[src/hdl/dac_pkg.sv]
// Purpose: shared constants and types of the dram area control block
// Assumes: apb with 32-bit data, 16-bit registers in the low half
// Notes: one dram state lasts DAC_STATE_TICKS system clocks
package dac_pkg;
   // register byte addresses
   localparam logic [11:0] DAC_OFF_DRAM = 12'h000;
   localparam logic [11:0] DAC_OFF_RFSH = 12'h004;
   localparam logic [11:0] DAC_OFF_STAT = 12'h008;
   // dram_area_ctrl_reg fields
   localparam int DAC_DUALWE = 15;
   localparam int DAC_HOLDLOW = 14;
   localparam int DAC_PRECH2 = 13;
   localparam int DAC_BURST = 12;
   localparam int DAC_DUTY35 = 11;
   localparam int DAC_MUXEN = 10;
   localparam int DAC_SHIFT = 8;
   // refresh_ctrl_reg fields
   localparam int DAC_RFEN = 7;
   localparam int DAC_RFKIND = 6;
   localparam int DAC_RFWAIT = 4;
   // reset values, writable masks, write key
   localparam logic [15:0] DAC_DRAM_RST = 16'h0000;
   localparam logic [15:0] DAC_RFSH_RST = 16'h0000;
   localparam logic [15:0] DAC_DRAM_WMASK = 16'hff00;
   localparam logic [15:0] DAC_RFSH_WMASK = 16'h00f0;
   localparam logic [7:0] DAC_RFSH_KEY = 8'h5a;
   // state timing in system clocks
   localparam int DAC_CNT_W = 5;
   localparam int DAC_STATE_TICKS = 20;
   localparam logic [4:0] DAC_HIGH50 = 5'(DAC_STATE_TICKS * 50 / 100);
   localparam logic [4:0] DAC_HIGH35 = 5'(DAC_STATE_TICKS * 35 / 100);
   localparam int DAC_ADDR_W = 28;

   typedef enum logic [3:0] {
      SQ_IDLE, SQ_ROW, SQ_COL, SQ_HOLD, SQ_PRECH,
      SQ_CBR_CAS, SQ_CBR_RAS, SQ_CBR_WAIT, SQ_SELF
   } dac_seq_type;

   typedef struct packed {
      logic req;
      logic [DAC_ADDR_W-1:0] addr;
      logic write;
      logic wide;
      logic hiByte;
      logic loByte;
   } dac_acc_type;

   typedef struct packed {
      logic rasN;
      logic upperColN;
      logic lowerColN;
      logic upperWrN;
      logic lowerWrN;
      logic [DAC_ADDR_W-1:0] addr;
   } dac_pins_type;

   localparam dac_pins_type DAC_PINS_IDLE = '{1'b1, 1'b1, 1'b1, 1'b1, 1'b1, '0};

   typedef struct packed {
      logic [DAC_CNT_W-1:0] cnt;
   } dac_tmr_type;

   typedef struct packed {
      logic [15:0] dramCtrl;
      logic [15:0] rfshCtrl;
      logic [15:0] rdData;
      dac_seq_type seq;
      logic prechLeft;
      logic [2:0] waitLeft;
      logic rfshPend;
      logic selfOn;
      logic rowValid;
      logic [DAC_ADDR_W-1:0] lastRow;
      dac_acc_type cur;
      logic mrstMeta;
      logic mrstSync;
      logic waitMeta;
      logic waitSync;
      logic done;
      dac_pins_type pins;
   } dac_state_type;
endpackage

[src/hdl/dac_dram_ctrl.sv]
// Purpose: dram space settings, access sequencing and refresh control
// Assumes: acc.req held until accAck; refreshTrigger from the refresh timer
// Notes: registers survive manualResetn; only resetn clears them
`timescale 1ns/10ps
// Notes on behaviour
// - dram area settings act only with dram space enabled, refresh settings always
// - power-on clears both registers, manual keeps
// - wide access: dual column or dual write
// - narrow access uses lower strobes only
// - row strobe held low or raised between accesses
// - precharge lasts one or two states
// - burst mode skips row on row match
// - column strobe high duty 50 or 35
// - address multiplexing on or off
// - row shift 8, 9 or 10 bits
// - shift code sets compared row range
// - refresh disabled means no refresh
// - kind bit picks cbr or self-refresh
// - cbr waits 1 to 4 states, pin ignored
// - wait enable low means no cbr waits
// - timer match starts cbr refresh
module dac_dram_ctrl
   import dac_pkg::*;
(
   // clock and reset
   input wire logic mclk,
   input wire logic resetn,
   input wire logic manualResetn,
   // apb slave
   input wire logic psel,
   input wire logic penable,
   input wire logic pwrite,
   input wire logic [11:0] paddr,
   input wire logic [31:0] pwdata,
   input wire logic [3:0] pstrb,
   output logic [31:0] prdata,
   output logic pready,
   output logic pslverr,
   // system settings and events
   input wire logic dramSpaceEnable,
   input wire logic refreshWaitEnable,
   input wire logic refreshTrigger,
   input wire logic nonDramAccess,
   // access request
   input dac_acc_type acc,
   output logic accAck,
   output logic accDone,
   // dram pins
   input wire logic waitN,
   output dac_pins_type pins,
   output logic selfRefreshOn
);
   dac_state_type r;
   dac_state_type n;
   logic [15:0] eff;
   logic [3:0] sh;
   logic rfshOn;
   logic selfKind;
   logic rfshWant;
   logic [1:0] rfshWaitCode;
   logic hit;
   logic dramOk;
   logic wrAcc;
   logic run;
   logic stateEnd;
   logic [DAC_CNT_W-1:0] phase;
   logic [DAC_CNT_W-1:0] dutyH;
   logic casWin;
   logic unmapped;

   dac_state_timer #(
      .TICKS(DAC_STATE_TICKS)
   ) u_timer (
      .mclk(mclk),
      .resetn(resetn),
      .run(run),
      .phase(phase),
      .stateEnd(stateEnd)
   );

   ////////////////////////////////////////////////////////////////////
   // decode of settings

   always_comb
   begin
      eff = dramSpaceEnable ? r.dramCtrl : 16'h0000;
      dramOk = dramSpaceEnable && r.mrstSync;
      // shift code, reserved code treated as ten
      case (eff[DAC_SHIFT+:2])
         2'b00: sh = 4'h8;
         2'b01: sh = 4'h9;
         default: sh = 4'ha;
      endcase
      rfshOn = r.rfshCtrl[DAC_RFEN];
      selfKind = r.rfshCtrl[DAC_RFKIND];
      rfshWaitCode = r.rfshCtrl[DAC_RFWAIT+:2];
      rfshWant = rfshOn && (selfKind || r.rfshPend);
      hit = eff[DAC_BURST] && r.rowValid && ((acc.addr >> sh) == (r.lastRow >> sh));
      dutyH = eff[DAC_DUTY35] ? DAC_HIGH35 : DAC_HIGH50;
      run = !(r.seq inside {SQ_IDLE, SQ_HOLD, SQ_SELF});
      wrAcc = psel && penable && pwrite;
      unmapped = !(paddr inside {DAC_OFF_DRAM, DAC_OFF_RFSH, DAC_OFF_STAT});
   end

   ////////////////////////////////////////////////////////////////////
   // next state

   always_comb
   begin
      n = r;
      accAck = 1'b0;
      n.done = 1'b0;
      // pins are sampled here, two flops before use
      n.mrstMeta = manualResetn;
      n.mrstSync = r.mrstMeta;
      n.waitMeta = waitN;
      n.waitSync = r.waitMeta;
      if (psel && !penable)
      begin
         case (paddr)
            DAC_OFF_DRAM: n.rdData = r.dramCtrl;
            DAC_OFF_RFSH: n.rdData = r.rfshCtrl;
            DAC_OFF_STAT: n.rdData = {9'h000, r.selfOn, r.rfshPend, r.rowValid, r.seq};
            default: n.rdData = 16'h0000;
         endcase
      end
      if (wrAcc && paddr == DAC_OFF_DRAM && pstrb[1])
      begin
         n.dramCtrl = pwdata[15:0] & DAC_DRAM_WMASK;
      end
      if (wrAcc && paddr == DAC_OFF_RFSH && pstrb[1:0] == 2'b11 &&
          pwdata[15:8] == DAC_RFSH_KEY)
      begin
         n.rfshCtrl = pwdata[15:0] & DAC_RFSH_WMASK;
      end
      if (!(rfshOn && !selfKind))
      begin
         n.rfshPend = 1'b0;
      end
      case (r.seq)
         SQ_IDLE:
         begin
            if (rfshWant)
            begin
               n.seq = SQ_CBR_CAS;
               n.selfOn = selfKind;
               n.rfshPend = 1'b0;
               n.rowValid = 1'b0;
            end
            else if (acc.req && dramOk)
            begin
               accAck = 1'b1;
               n.cur = acc;
               n.seq = SQ_ROW;
            end
         end
         SQ_ROW:
         begin
            if (stateEnd)
            begin
               n.seq = SQ_COL;
            end
         end
         SQ_COL:
         begin
            // wait pin extends the column state
            if (stateEnd && r.waitSync)
            begin
               n.done = 1'b1;
               n.lastRow = r.cur.addr;
               n.rowValid = 1'b1;
               if (rfshWant || !dramOk)
               begin
                  n.seq = SQ_PRECH;
                  n.prechLeft = eff[DAC_PRECH2];
               end
               else if (acc.req && eff[DAC_BURST] &&
                        (acc.addr >> sh) == (r.cur.addr >> sh))
               begin
                  accAck = 1'b1;
                  n.cur = acc;
                  n.seq = SQ_COL;
               end
               else if (eff[DAC_HOLDLOW])
               begin
                  n.seq = SQ_HOLD;
               end
               else
               begin
                  n.seq = SQ_PRECH;
                  n.prechLeft = eff[DAC_PRECH2];
               end
            end
         end
         SQ_HOLD:
         begin
            if (rfshWant || !dramOk || (acc.req && !hit))
            begin
               n.seq = SQ_PRECH;
               n.prechLeft = eff[DAC_PRECH2];
            end
            else if (acc.req)
            begin
               accAck = 1'b1;
               n.cur = acc;
               n.seq = SQ_COL;
            end
         end
         SQ_PRECH:
         begin
            if (stateEnd)
            begin
               if (r.prechLeft)
               begin
                  n.prechLeft = 1'b0;
               end
               else
               begin
                  n.seq = SQ_IDLE;
               end
            end
         end
         SQ_CBR_CAS:
         begin
            if (stateEnd)
            begin
               n.seq = SQ_CBR_RAS;
               n.waitLeft = refreshWaitEnable ? {1'b0, rfshWaitCode} + 3'h1 : 3'h0;
            end
         end
         SQ_CBR_RAS:
         begin
            if (stateEnd)
            begin
               if (r.selfOn)
               begin
                  n.seq = SQ_SELF;
               end
               else if (r.waitLeft != 3'h0)
               begin
                  n.seq = SQ_CBR_WAIT;
               end
               else
               begin
                  n.seq = SQ_PRECH;
                  n.prechLeft = eff[DAC_PRECH2];
               end
            end
         end
         SQ_CBR_WAIT:
         begin
            if (stateEnd)
            begin
               n.waitLeft = r.waitLeft - 3'h1;
               if (r.waitLeft == 3'h1)
               begin
                  n.seq = SQ_PRECH;
                  n.prechLeft = eff[DAC_PRECH2];
               end
            end
         end
         SQ_SELF:
         begin
            if (!(rfshOn && selfKind))
            begin
               n.selfOn = 1'b0;
               n.seq = SQ_PRECH;
               n.prechLeft = eff[DAC_PRECH2];
            end
         end
         default: n.seq = SQ_IDLE;
      endcase
      if (refreshTrigger && rfshOn && !selfKind)
      begin
         n.rfshPend = 1'b1;
      end
      if (nonDramAccess)
      begin
         n.rowValid = 1'b0;
      end
      if (!r.mrstSync)
      begin
         n.seq = SQ_IDLE;
         n.rowValid = 1'b0;
         n.rfshPend = 1'b0;
         n.selfOn = 1'b0;
         accAck = 1'b0;
      end
      // pins, one clock behind the sequencer
      casWin = (r.seq == SQ_COL && phase >= dutyH) ||
               (r.seq inside {SQ_CBR_CAS, SQ_CBR_RAS, SQ_CBR_WAIT, SQ_SELF});
      n.pins = DAC_PINS_IDLE;
      // row strobe low while row open
      n.pins.rasN = !(r.seq inside {SQ_ROW, SQ_COL, SQ_HOLD, SQ_CBR_RAS,
                                    SQ_CBR_WAIT, SQ_SELF});
      n.pins.addr = (r.seq == SQ_ROW && eff[DAC_MUXEN]) ? (r.cur.addr >> sh) : r.cur.addr;
      if (r.seq == SQ_COL && r.cur.wide && !eff[DAC_DUALWE])
      begin
         n.pins.upperColN = !(casWin && r.cur.hiByte);
         n.pins.lowerColN = !(casWin && r.cur.loByte);
         n.pins.lowerWrN = !r.cur.write;
      end
      else if (r.seq == SQ_COL && r.cur.wide)
      begin
         n.pins.lowerColN = !casWin;
         n.pins.upperWrN = !(r.cur.write && r.cur.hiByte);
         n.pins.lowerWrN = !(r.cur.write && r.cur.loByte);
      end
      else if (r.seq == SQ_COL)
      begin
         n.pins.lowerColN = !casWin;
         n.pins.lowerWrN = !r.cur.write;
      end
      else
      begin
         n.pins.lowerColN = !casWin;
         n.pins.upperColN = !(casWin && !eff[DAC_DUALWE]);
      end
   end

   always_ff @(posedge mclk)
   begin
      if (!resetn)
      begin
         r <= '0;
         r.dramCtrl <= DAC_DRAM_RST;
         r.rfshCtrl <= DAC_RFSH_RST;
         r.pins <= DAC_PINS_IDLE;
      end
      else
      begin
         r <= n;
      end
   end

   ////////////////////////////////////////////////////////////////////
   // outputs

   assign prdata = {16'h0000, r.rdData};
   assign pready = 1'b1;
   assign pslverr = psel && penable && unmapped;
   assign pins = r.pins;
   assign accDone = r.done;
   assign selfRefreshOn = r.selfOn;

   ////////////////////////////////////////////////////////////////////
   // checks

   logic [6:0] prechRun;
   localparam int PRE1 = DAC_STATE_TICKS;
   localparam int PRE2 = 2 * DAC_STATE_TICKS;

   always_ff @(posedge mclk)
   begin
      if (!resetn || r.seq != SQ_PRECH)
      begin
         prechRun <= 7'h00;
      end
      else
      begin
         prechRun <= prechRun + 7'h01;
      end
   end

   property p_keep;
      @(posedge mclk) disable iff (!resetn)
      (!r.mrstSync && !wrAcc) |=> ($stable(r.dramCtrl) && $stable(r.rfshCtrl));
   endproperty
   a_keep: assert property (p_keep) else $error("registers lost in manual reset");

   property p_gate;
      @(posedge mclk) disable iff (!resetn || !r.mrstSync)
      !dramSpaceEnable |-> !accAck;
   endproperty
   a_gate: assert property (p_gate) else $error("access taken with dram space off");

   property p_key;
      @(posedge mclk) disable iff (!resetn)
      (wrAcc && paddr == DAC_OFF_RFSH && pwdata[15:8] != DAC_RFSH_KEY) |=> $stable(r.rfshCtrl);
   endproperty
   a_key: assert property (p_key) else $error("refresh register took unkeyed write");

   property p_hold;
      @(posedge mclk) disable iff (!resetn || !r.mrstSync)
      (r.seq == SQ_HOLD) |=> !pins.rasN;
   endproperty
   a_hold: assert property (p_hold) else $error("row strobe not held low");

   property p_prech;
      @(posedge mclk) disable iff (!resetn || !r.mrstSync)
      (r.seq == SQ_PRECH && n.seq == SQ_IDLE) |->
         (int'(prechRun) + 1 == (eff[DAC_PRECH2] ? PRE2 : PRE1));
   endproperty
   a_prech: assert property (p_prech) else $error("precharge length wrong");

   property p_burst;
      @(posedge mclk) disable iff (!resetn || !r.mrstSync)
      (r.seq == SQ_HOLD && n.seq == SQ_COL) |-> eff[DAC_BURST];
   endproperty
   a_burst: assert property (p_burst) else $error("row skipped outside burst");

   property p_duty;
      @(posedge mclk) disable iff (!resetn || !r.mrstSync)
      (r.seq == SQ_COL && phase < dutyH) |=> pins.lowerColN;
   endproperty
   a_duty: assert property (p_duty) else $error("column strobe low too early");

   property p_mux;
      @(posedge mclk) disable iff (!resetn || !r.mrstSync)
      (r.seq == SQ_ROW && eff[DAC_MUXEN] && eff[DAC_SHIFT+:2] == 2'b01)
         |=> pins.addr == ($past(r.cur.addr) >> 9);
   endproperty
   a_mux: assert property (p_mux) else $error("row address shift wrong");

   property p_narrow;
      @(posedge mclk) disable iff (!resetn || !r.mrstSync)
      (r.seq == SQ_COL && !r.cur.wide) |=> (pins.upperColN && pins.upperWrN);
   endproperty
   a_narrow: assert property (p_narrow) else $error("upper strobe on narrow access");

   property p_dualwe;
      @(posedge mclk) disable iff (!resetn || !r.mrstSync)
      (r.seq == SQ_COL && r.cur.wide && eff[DAC_DUALWE]) |=> pins.upperColN;
   endproperty
   a_dualwe: assert property (p_dualwe) else $error("upper column strobe in dual write");

   property p_wait;
      @(posedge mclk) disable iff (!resetn || !r.mrstSync)
      (r.seq == SQ_CBR_CAS && stateEnd && refreshWaitEnable)
         |=> r.waitLeft == {1'b0, $past(rfshWaitCode)} + 3'h1;
   endproperty
   a_wait: assert property (p_wait) else $error("cbr wait count wrong");

   property p_nowait;
      @(posedge mclk) disable iff (!resetn || !r.mrstSync)
      (r.seq == SQ_CBR_CAS && stateEnd && !refreshWaitEnable && !r.selfOn)
         |=> ##20 r.seq == SQ_PRECH;
   endproperty
   a_nowait: assert property (p_nowait) else $error("cbr waits without enable");

   property p_self;
      @(posedge mclk) disable iff (!resetn || !r.mrstSync)
      (r.seq == SQ_IDLE && rfshOn && selfKind) |=> r.seq == SQ_CBR_CAS ##[40:41] r.seq == SQ_SELF;
   endproperty
   a_self: assert property (p_self) else $error("self-refresh not entered");

   property p_trig;
      @(posedge mclk) disable iff (!resetn || !r.mrstSync)
      (refreshTrigger && rfshOn && !selfKind) |=> r.rfshPend;
   endproperty
   a_trig: assert property (p_trig) else $error("refresh trigger lost");

   property p_off;
      @(posedge mclk) disable iff (!resetn || !r.mrstSync)
      (r.seq == SQ_IDLE && !rfshOn) |=> r.seq != SQ_CBR_CAS;
   endproperty
   a_off: assert property (p_off) else $error("refresh while disabled");

   property p_forget;
      @(posedge mclk) disable iff (!resetn)
      nonDramAccess |=> !r.rowValid;
   endproperty
   a_forget: assert property (p_forget) else $error("row kept after foreign access");

   c_self: cover property (@(posedge mclk) r.seq == SQ_SELF);
   c_hit: cover property (@(posedge mclk) r.seq == SQ_HOLD && n.seq == SQ_COL);
   c_wait: cover property (@(posedge mclk) r.seq == SQ_CBR_WAIT);
   c_prech2: cover property (@(posedge mclk) prechRun == 7'(PRE2 - 1));
endmodule

[src/hdl/dac_state_timer.sv]
// Purpose: counts the system clocks of one dram state
// Assumes: run stays high across back-to-back states
// Notes: count returns to zero whenever run is low
`timescale 1ns/10ps
module dac_state_timer
   import dac_pkg::*;
#(
   parameter int TICKS = DAC_STATE_TICKS
)
(
   // clock and reset
   input wire logic mclk,
   input wire logic resetn,
   // control
   input wire logic run,
   // status
   output logic [DAC_CNT_W-1:0] phase,
   output logic stateEnd
);
   localparam logic [DAC_CNT_W-1:0] LAST = DAC_CNT_W'(TICKS - 1);

   dac_tmr_type r;
   dac_tmr_type n;

   always_comb
   begin
      n = r;
      stateEnd = run && (r.cnt == LAST);
      if (!run || stateEnd)
      begin
         n.cnt = '0;
      end
      else
      begin
         n.cnt = r.cnt + 1'b1;
      end
      phase = r.cnt;
   end

   always_ff @(posedge mclk)
   begin
      if (!resetn)
      begin
         r <= '0;
      end
      else
      begin
         r <= n;
      end
   end
endmodule

[config.mk]
export PLATFORM = sky130hd
export DESIGN_NAME = dac_dram_ctrl
export DESIGN_NICKNAME = d
export VERILOG_FILES = /design/src/hdl/dac_pkg.sv /design/src/hdl/dac_dram_ctrl.sv /design/src/hdl/dac_state_timer.sv
export SDC_FILE = /design/constraint.sdc
export NUM_CORES = 1
export LEC_CHECK = 0
export BUFFER_PORTS_ARGS = -buffer_cell sky130_fd_sc_hd__buf_4
export CAP_MARGIN = 20
export CORE_MARGIN = 2
export CORE_UTILIZATION = 50
export DETAILED_ROUTE_END_ITERATION = 7
export MAX_ROUTING_LAYER = met4
export PLACE_DENSITY = 0.69
export RECOVER_POWER = 50
export SETUP_SLACK_MARGIN = 0.3
export SLEW_MARGIN = 20
export SYNTH_ARGS = -nofsm -noshare
export SYNTH_HDL_FRONTEND = slang
export SYNTH_SLANG_ARGS = --single-unit
[constraint.sdc]
create_clock -name mclk -period 3.4 [get_ports mclk]
set_input_delay 0.51 -clock mclk [delete_from_list [all_inputs] [get_ports mclk]]
set_output_delay 0.51 -clock mclk [all_outputs]
set_load 0.005 [all_outputs]
==> results of run 1 <==
-- state kept, by name (all words and copies together) (netlist names) --
name	cells
u_timer.phase	5
pins	33
r	76
selfRefreshOn	1
accDone	1
prdata	16
n	2
-- cells by family (layout without fill, tap and decap cells) --
kind of cell               Yosys count  in the layout
muxes                               54             54
adders and majority gates            8              8
AOI/OAI and AO/OA                  230            230
buffers and inverters              167            252
DFF                                134            134
xor gates and xnor gates            44             44
other                                2             17
and+or+nand+nor                    377            377
-- worst max-delay path, stage by stage (launching register included) --
cell and delay [ns]:
dfxtp_4 0.37, buf_12 0.14, or2_4 0.27, buf_6 0.13, a21oi_4 0.14, nor2_4 0.07, xor2_2 0.18, or4_4 0.54
a2111oi_4 0.41, a32o_2 0.21, nor2_4 0.04, inv_2 0.09, buf_6 0.10
-- metrics by stage --
step,power (W),setup slack (ns)
finish,0.003667,-0.2442
global route,0.003781,-0.3078
CTS,0.003673,-0.1701
detailed placement,0.001915,-0.09279
global placement,0.001914,-0.1074
floorplan,0.001794,0.2822
-- layer usage --
metal,GRT usage [%],part of all wire (%),vias to the layer above
li1,-,-,3650
met3,4.960,7.6,33
met1,39.81,48,3522
met2,38.54,43,339
met5,-,0,-
met4,9.118,1.7,0
-- area by class of cell --
type	instances	area (sq um)
Fill cell	1387	6036
Multi-Input combinational cell	730	4721
Sequential cell	134	2690
Timing Repair Buffer	199	1587
Clock buffer	17	425.4
Tap cell	216	270.3
Clock inverter	15	135.1
Inverter	21	78.83
-- final timing paths --
kind,to,cells past startpoint
hold reg to reg,pins[28],1
setup reg to reg,r[49],12
hold / removal,r[99],2
setup / recovery,accAck,12
-- timing repair --
item / 4_1_cts / 5_1_grt
cloned: 2 / 1
pin swaps: 8 / 6
endpoints found under the setup margin: 35 / 33
setup buffers: 5 / 5
gates resized for setup: 16 / 10
hold endpoints to repair: 0 / 0
-- synth_stat cells (all sizes together) (8+ instances only) --
library cell	number
a22oi	15
buf	98
xor2	24
nor4	8
nand2b	14
o21ai	38
and2	21
nand2	147
mux2i	54
o2bb2ai	12
nor2b	43
a21boi	22
clkbuf	48
and3	14
nand3b	9
inv	21
ha	8
nor2	50
a21oi	53
nor3	14
nand4	9
o221ai	9
o22ai	31
xnor2	20
nand3	18
dfxtp	134
nand4b	8
-- power by group through the flow --
stage / Sequential, W / Combinational, W / Clock, W
6_report: 0.00159 / 0.000304 / 0.00178
5_1_grt: 0.00159 / 0.000329 / 0.00186
4_1_cts: 0.00159 / 0.000295 / 0.00179
3_5_place_dp: 0.00162 / 0.000291 / 0
3_3_place_gp: 0.00162 / 0.000289 / 0
2_1_floorplan: 0.00162 / 0.000176 / 0
==> impl_metrics.env, run 1 <==
export IMPL_synthAdderAreaFrac_pct=1.227
export IMPL_synth_compound_area_share_pct=19.10
export IMPL_hold_slack_ns=0.2467
export IMPL_yosysUniqueCellTypes=77
export IMPL_vias=7544
export IMPL_instances_no_fill=1332
export IMPL_hold_viol=0
export IMPL_clock_tree_root_cell="clkbuf_16"
export IMPL_period_share_pct=107.2
export IMPL_synth_edf_count=0
export IMPL_grt_pass1_wl_mm=37.07
export IMPL_hold_class="in2reg"
export IMPL_hold_buffers=0
export IMPL_synth_area_top_cells="dfxtp_1 33%, nand2_1 6.7%, buf_4 6.6%, mux2i_1 6.6%, nor2b_1 3.3%"
export IMPL_cp_arrival_ns=3.13
export IMPL_antenna_cells_inserted=0
export IMPL_grt_overflow=0
export IMPL_finalClockSkew_ns=0.01234
export IMPL_totalWireLength_mm=23.68
export IMPL_cp_max_fo=5
export IMPL_drive_gt1_share_pct=24.28
export IMPL_dp_cells=1287
export IMPL_final_util_pct=62.14
export IMPL_rsz0062_at_grt="yes"
export IMPL_fin_area_sq_um=9907
export IMPL_max_slew_worst_pin_slew_ns=2.147
export IMPL_async_flop_share_pct=0
export IMPL_yosysSeqAreaShare_pct=32.87
export IMPL_synth_top_family_by_area="simple AND/OR/NAND/NOR gates"
export IMPL_cap_violations=1
export IMPL_worst_slack_ns=-0.2442
export IMPL_p_clk_share_pct=48.4
export IMPL_io_pins=162
export IMPL_area_growth_pct=21.40
export IMPL_seq_power_share_pct=43.3
export IMPL_synthFlopType="dfxtp_1"
export IMPL_die_h_um=131.8
export IMPL_status="complete, but fails checks"
export IMPL_cts_max_path_buffers=2
export IMPL_setup_viol=1
export IMPL_clkSinkCount=134
export IMPL_post_drt_via_cell_ratio=5.664
export IMPL_grt_start_max_net_pins=98
export IMPL_ys_warnings_count=0
export IMPL_core_area_sq_um=15940
export IMPL_synth_area_sq_um=8160
export IMPL_hold_start="nonDramAccess"
export IMPL_cts_tree="done"
export IMPL_firstDrtPassIters=5
export IMPL_insertion_delay_ns=0.44
export IMPL_dpl_instance_area_sq_um=9107
export IMPL_switchingPower_w=0.0009887
export IMPL_final_common_cell="nand2_1"
export IMPL_synthXorXnorAreaFrac_pct=4.722
export IMPL_power_leakage_nw=4.185
export IMPL_p_int_w=0.002679
export IMPL_initial_core_util_pct=51.19
export IMPL_path_class="reg2out"
export IMPL_cp_required_ns=2.89
export IMPL_wire_per_inst_um=17.78
export IMPL_antenna_found_initial=0
export IMPL_layout_min_cycle_time_ns=3.644
export IMPL_portBuffers=122
export IMPL_die_area_sq_um=17360
export IMPL_post_dp_hpwl_mm=16.88
export IMPL_routabilityCongestion=1.010
export IMPL_vdd_ir_drop_max_uv=385.2
export IMPL_fin_nets=1203
export IMPL_num_rows=46
export IMPL_synth_seq_cells=134
export IMPL_avgSynthCellArea_sq_um=8.032
export IMPL_critPathCaptureType="output port"
export IMPL_grt_pass1_vias=6720
export IMPL_violations="max-capacitance violations, max-slew violations, negative setup slack"
export IMPL_slew_violations=61
export IMPL_r2r_start="r[150]"
export IMPL_layout_common_cells="145 x nand2_1, 137 x buf_4, 132 x dfxtp_1"
export IMPL_dieWidth_um=131.8
export IMPL_power_per_cell_area_nw_per_um2=370.2
export IMPL_synth_top_area_share_pct=32.87
export IMPL_rrSetupSlack_ns=0.24
export IMPL_synth_area_mux_share_pct=6.624
export IMPL_synth_top_area_cell="dfxtp_1"
export IMPL_path_clk_slew_ns=0.06
export IMPL_synth_cells=1016
export IMPL_grtUsageTotal_pct=27.54
export IMPL_h_tree_depth=4
export IMPL_numCtsBuffers=17
export IMPL_finalSetupTns_ns=-0.2442
export IMPL_p_sw_share_pct=26.96
export IMPL_p_comb_share_pct=8.3
export IMPL_slew_headroom_pct=-43.13
export IMPL_drcViolationCount=0
export IMPL_drtIter0Drc=789
export IMPL_worstSetupStartpoint="r[150]"
export IMPL_yosys_area_share_simple_pct=23.61
export IMPL_fmaxAchievable_ghz=0.2744
export IMPL_start_kind="flop"
export IMPL_postRouteAntennaNets=0
No activity file was read; power rests on OpenSTA's default activity.
==> inputs of run 2 (changes only) <==
PLACE_DENSITY = unset   (was 0.69)
PLACE_DENSITY_LB_ADDON = 0.05   (was unset)
==> impl_metrics.env, run 2 (synthesized netlist as in run 1, its figures left out) <==
export IMPL_cp_arrival_ns=3.06
export IMPL_regMostFlops="r"
export IMPL_fin_area_sq_um=9978
export IMPL_cts_max_path_buffers=2
export IMPL_switchingPower_w=0.0009456
export IMPL_drcViolationCount=0
export IMPL_antenna_found_initial=0
export IMPL_hold_class="in2reg"
export IMPL_period_share_pct=105.1
export IMPL_setup_viol=1
export IMPL_cp_required_ns=2.89
export IMPL_p_clk_share_pct=49.3
export IMPL_rsz0062_at_grt="yes"
export IMPL_dieWidth_um=131.8
export IMPL_seq_power_share_pct=42.8
export IMPL_dpl_instance_area_sq_um=9178
export IMPL_max_slew_worst_pin_slew_ns=1.869
export IMPL_start_kind="flop"
export IMPL_hold_viol=0
export IMPL_clock_tree_root_cell="clkbuf_16"
export IMPL_met2_length_mm=10.63
export IMPL_routed_top_layer="met4"
export IMPL_totalWireLength_mm=24.64
export IMPL_violations="max-capacitance violations, max-slew violations, negative setup slack"
export IMPL_path_class="reg2out"
export IMPL_path_clk_slew_ns=0.06
export IMPL_post_dp_hpwl_mm=17.52
export IMPL_slew_violations=51
export IMPL_p_sw_share_pct=25.45
export IMPL_die_area_sq_um=17360
export IMPL_cap_violations=1
export IMPL_vdd_ir_drop_max_uv=291.7
export IMPL_wl_met3_mm=1.996
export IMPL_initial_core_util_pct=51.19
export IMPL_h_tree_depth=4
export IMPL_core_area_sq_um=15940
export IMPL_grt_pass1_vias=6842
export IMPL_cts_tree="done"
export IMPL_p_comb_share_pct=8.0
export IMPL_worst_slack_ns=-0.1746
export IMPL_io_pins=162
export IMPL_slew_headroom_pct=-24.59
export IMPL_rrSetupSlack_ns=0.26
export IMPL_power_per_cell_area_nw_per_um2=372.3
export IMPL_finalClockSkew_ns=0.01079
export IMPL_grtUsageTotal_pct=28.91
export IMPL_num_rows=46
export IMPL_postRouteAntennaNets=0
export IMPL_vias=7534
export IMPL_power_leakage_nw=4.200
export IMPL_grt_overflow=0
export IMPL_antenna_cells_inserted=0
export IMPL_cp_max_fo=6
export IMPL_wl_met1_mm=11.78
export IMPL_portBuffers=122
export IMPL_final_common_cell="nand2_1"
export IMPL_area_growth_pct=22.28
export IMPL_firstDrtPassIters=5
export IMPL_drtIter0Drc=737
export IMPL_power_w=0.003715
export IMPL_grt_start_max_net_pins=77
export IMPL_wire_per_inst_um=18.38
export IMPL_grt_pass1_wl_mm=38.49
export IMPL_insertion_delay_ns=0.44
export IMPL_post_drt_via_cell_ratio=5.618
export IMPL_drive_gt1_share_pct=24.36
export IMPL_layout_min_cycle_time_ns=3.575
export IMPL_routabilityCongestion=0.9448
export IMPL_largest_reg_flops=76
export IMPL_status="complete, but fails checks"
export IMPL_fin_nets=1212
export IMPL_die_h_um=131.8
export IMPL_layout_common_cells="146 x nand2_1, 138 x buf_4, 132 x dfxtp_1"
export IMPL_p_int_w=0.002769
export IMPL_fmaxAchievable_ghz=0.2798
export IMPL_clkSinkCount=134
export IMPL_numCtsBuffers=17
export IMPL_critPathCaptureType="output port"
run 2: changes by cell type in the layout (fill, tap and decap cells not counted), moves of 3 or more:
cell,change
inv_6,-4
buf_6,+4
a21oi_1,+3
buf_12,+3
o22ai_1,-3
o22ai_2,+3
clkbuf_1,+4
run 2: critical path, stage by stage (launching register included):
cell and delay, ns:
dfxtp_4 0.40, buf_6 0.12, nand2b_4 0.10, buf_4 0.16, buf_4 0.14, o22ai_2 0.12
a21oi_1 0.09, xor2_1 0.15, or4_4 0.53, a2111oi_4 0.35, a32o_2 0.21, nor2_4 0.04
inv_2 0.10, buf_6 0.10
run 2: timing repair:
| item | CTS | global route |
|---|---|---|
| cloned | 1 | 0 |
| pin swaps | 15 | 6 |
| hold buffers | 0 | 0 |
| buffers inserted | 10 | 5 |
| endpoints found under the setup margin | 33 | 33 |
| resized for setup | 19 | 9 |
run 2: per-stage QoR:
step	setup WS [ns]	TNS, ns	cells	utilization (%)	hold WS (ns)
floorplan	0.2822	0	1031	-	0.3706
global placement	-0.04808	-0.04808	1293	57.57	0.3904
detailed placement	-0.06817	-0.4060	1293	57.57	0.4100
CTS	-0.1674	-0.1674	1336	62.27	0.2447
global route	-0.2610	-0.2610	1341	62.59	0.2443
finish	-0.1746	-0.1746	1341	62.59	0.2503
run 2: per-layer routing:
| metal | track usage (%) | vias to the layer above |
|---|---|---|
| li1 | - | 3669 |
| met1 | 42.06 | 3537 |
| met2 | 40.11 | 305 |
| met3 | 6.844 | 23 |
| met4 | 7.005 | 0 |
| met5 | - | - |
run 2: power by group through the flow:
stage | Combinational, W | Sequential (W) | Clock (W)
floorplan | 0.000176 | 0.00162 | 0
global placement | 0.000289 | 0.00163 | 0
detailed placement | 0.000289 | 0.00163 | 0
CTS | 0.000291 | 0.00159 | 0.00184
global route | 0.000318 | 0.00159 | 0.00192
finish | 0.000295 | 0.00159 | 0.00183
run 2: final timing paths:
check / startpoint / endpoint / cells after the start
max: r[150] / accAck / 13
min: nonDramAccess / r[99] / 2
max reg2reg: r[150] / r[42] / 12
min reg2reg: r[41] / pins[28] / 1
run 2: cell type report:
cell class / instances / area, sq um
Fill cell: 1500 / 5964
Multi-Input combinational cell: 730 / 4711
Sequential cell: 134 / 2690
Timing Repair Buffer: 208 / 1653
Clock buffer: 20 / 456.7
Tap cell: 216 / 270.3
Clock inverter: 12 / 118.9
Inverter: 21 / 78.83
==> inputs of run 3 (changes only) <==
CELL_PAD_IN_SITES_DETAIL_PLACEMENT = 0   (was unset)
CELL_PAD_IN_SITES_GLOBAL_PLACEMENT = 1   (was unset)
CORE_UTILIZATION = 41   (was 50)
GPL_TIMING_DRIVEN = 0   (was unset)
==> impl_metrics.env, run 3 (synthesized netlist as in run 1, its figures left out) <==
export IMPL_slowest_stage="or4_4"
export IMPL_holdPathStages=2
export IMPL_final_common_cell="buf_4"
export IMPL_fmaxAchievable_ghz=0.2786
export IMPL_dieWidth_um=145.1
export IMPL_r2r_end="r[41]"
export IMPL_cp_cell_sequence="nand2b_4, buf_6, o22ai_1, o2bb2ai_1, xnor2_1, or4_4, a2111oi_4, a32o_2, nor2_4, buf_12, inv_2, buf_4"
export IMPL_path_clk_slew_ns=0.06
export IMPL_power_leakage_nw=4.454
export IMPL_cts_max_path_buffers=2
export IMPL_hold_viol=0
export IMPL_wire_per_inst_um=19.05
export IMPL_dpl_instance_area_sq_um=9518
export IMPL_hold_start="nonDramAccess"
export IMPL_slew_violations=9
export IMPL_area_growth_pct=29.33
export IMPL_setup_viol=1
export IMPL_totalWireLength_mm=27.86
export IMPL_start_kind="flop"
export IMPL_vias=7875
export IMPL_rsz0062_at_grt="yes"
export IMPL_violations="max-capacitance violations, max-slew violations, negative setup slack"
export IMPL_cpLargestDelayFamily="compound AO/OA/AOI/OAI gates"
export IMPL_drtIter0Drc=641
export IMPL_antenna_found_initial=0
export IMPL_cp_arrival_ns=3.08
export IMPL_core_area_sq_um=19530
export IMPL_grt_overflow=0
export IMPL_critPathCaptureType="output port"
export IMPL_max_slew_worst_pin_slew_ns=1.624
export IMPL_nFillCells=1953
export IMPL_grt_start_max_net_pins=17
export IMPL_clock_tree_root_cell="clkbuf_16"
export IMPL_regMostFlops="r"
export IMPL_finalClockSkew_ns=0.009808
export IMPL_postRouteAntennaNets=0
export IMPL_worst_slack_ns=-0.1892
export IMPL_post_dp_hpwl_mm=20.82
export IMPL_clkSinkCount=134
export IMPL_grtUsageTotal_pct=26.84
export IMPL_cts_tree="done"
export IMPL_die_area_sq_um=21050
export IMPL_cp_required_ns=2.89
export IMPL_power_per_cell_area_nw_per_um2=366.9
export IMPL_fin_area_sq_um=10550
export IMPL_drive_gt1_share_pct=26.57
export IMPL_die_h_um=145.1
export IMPL_fin_nets=1284
export IMPL_portBuffers=116
export IMPL_antenna_cells_inserted=0
export IMPL_hold_buffers=0
export IMPL_largest_reg_flops=76
export IMPL_drcViolationCount=0
export IMPL_holdPathEnd="r[99]"
export IMPL_h_tree_depth=4
export IMPL_cap_violations=1
export IMPL_vdd_ir_drop_max_uv=350.5
export IMPL_ff_latch_area_sq_um=2690
export IMPL_routabilityCongestion=0.9875
export IMPL_path_class="reg2out"
export IMPL_grt_pass1_vias=7280
export IMPL_rrSetupSlack_ns=0.42
export IMPL_num_rows=51
export IMPL_r2r_start="r[151]"
export IMPL_hold_class="in2reg"
export IMPL_finalSetupTns_ns=-0.1892
export IMPL_layout_min_cycle_time_ns=3.589
export IMPL_critPathBufInv=4
export IMPL_reg2reg_depth=12
export IMPL_initial_core_util_pct=41.79
export IMPL_multi_input_area_sq_um=4820
export IMPL_status="complete, but fails checks"
export IMPL_slew_headroom_pct=-9.276
export IMPL_firstDrtPassIters=6
export IMPL_post_drt_via_cell_ratio=5.386
export IMPL_numCtsBuffers=17
export IMPL_io_pins=162
export IMPL_period_share_pct=105.6
export IMPL_layout_common_cells="153 x buf_4, 145 x nand2_1, 132 x dfxtp_1"
export IMPL_max_stage_delay_ns=0.53
export IMPL_insertion_delay_ns=0.43
export IMPL_grt_pass1_wl_mm=43.03
export IMPL_cp_max_fo=10
==> run 3: how the worst max path moves through the flow <==
stage / cells past startpoint / start / slack (ns) / end
after global routing: 12 / r[151] / -0.26 / accAck
after detailed placement: 14 / dramSpaceEnable / -0.55 / accAck
after CTS: 12 / r[151] / -0.22 / accAck
after floorplan: 12 / dramSpaceEnable / 0.28 / accAck
after global placement: 14 / dramSpaceEnable / -0.51 / accAck
final: 12 / r[151] / -0.19 / accAck
==> run 3: what timing repair did <==
item | in CTS | in global routing
pin swaps | 15 | 7
hold endpoints to repair | 0 | 0
buffers inserted | 7 | 10
setup endpoints to repair | 35 | 30
gates resized for setup | 54 | 22
gates cloned | 0 | 1
==> run 3: layer usage <==
layer | wire (um) | up-vias | track usage [%]
met5 | 0 | - | -
met4 | 682 | 0 | 7.598
met3 | 2094 | 49 | 4.151
met2 | 11750 | 338 | 38.43
met1 | 13330 | 3677 | 39.01
li1 | - | 3811 | -
==> run 3: metrics by stage <==
step | instances | worst slack (ns) | hold slack, ns | total power (W) | utilization, %
detailed placement | 1412 | -0.5470 | 0.3831 | 0.001936 | 48.74
floorplan | 1031 | 0.2822 | 0.3706 | 0.001794 | -
global route | 1462 | -0.2586 | 0.2407 | 0.003987 | 54.05
global placement | 1412 | -0.5142 | 0.3979 | 0.001937 | 48.71
CTS | 1451 | -0.2151 | 0.2393 | 0.003874 | 53.11
finish | 1462 | -0.1892 | 0.2453 | 0.003873 | 54.05
==> run 3: area by class of cell <==
type / instances / area share [%]
buffer: 146 / 9.532
multi-input combinational: 730 / 45.67
clock buffer: 19 / 4.197
clock inverter: 13 / 1.636
inverter: 21 / 0.7469
tap: 265 / 3.142
sequential: 134 / 25.49
timing repair buffer: 134 / 9.591
==> run 3: where the power goes <==
group	total (W)	internal (W)	switching, W	leakage (nW)
registers	0.00159	0.00158	0.00000814	1.08
logic	0.000341	0.000152	0.000189	3.08
clock network	0.00195	0.00118	0.000763	0.292
total	0.00387	0.00291	0.000960	4.45
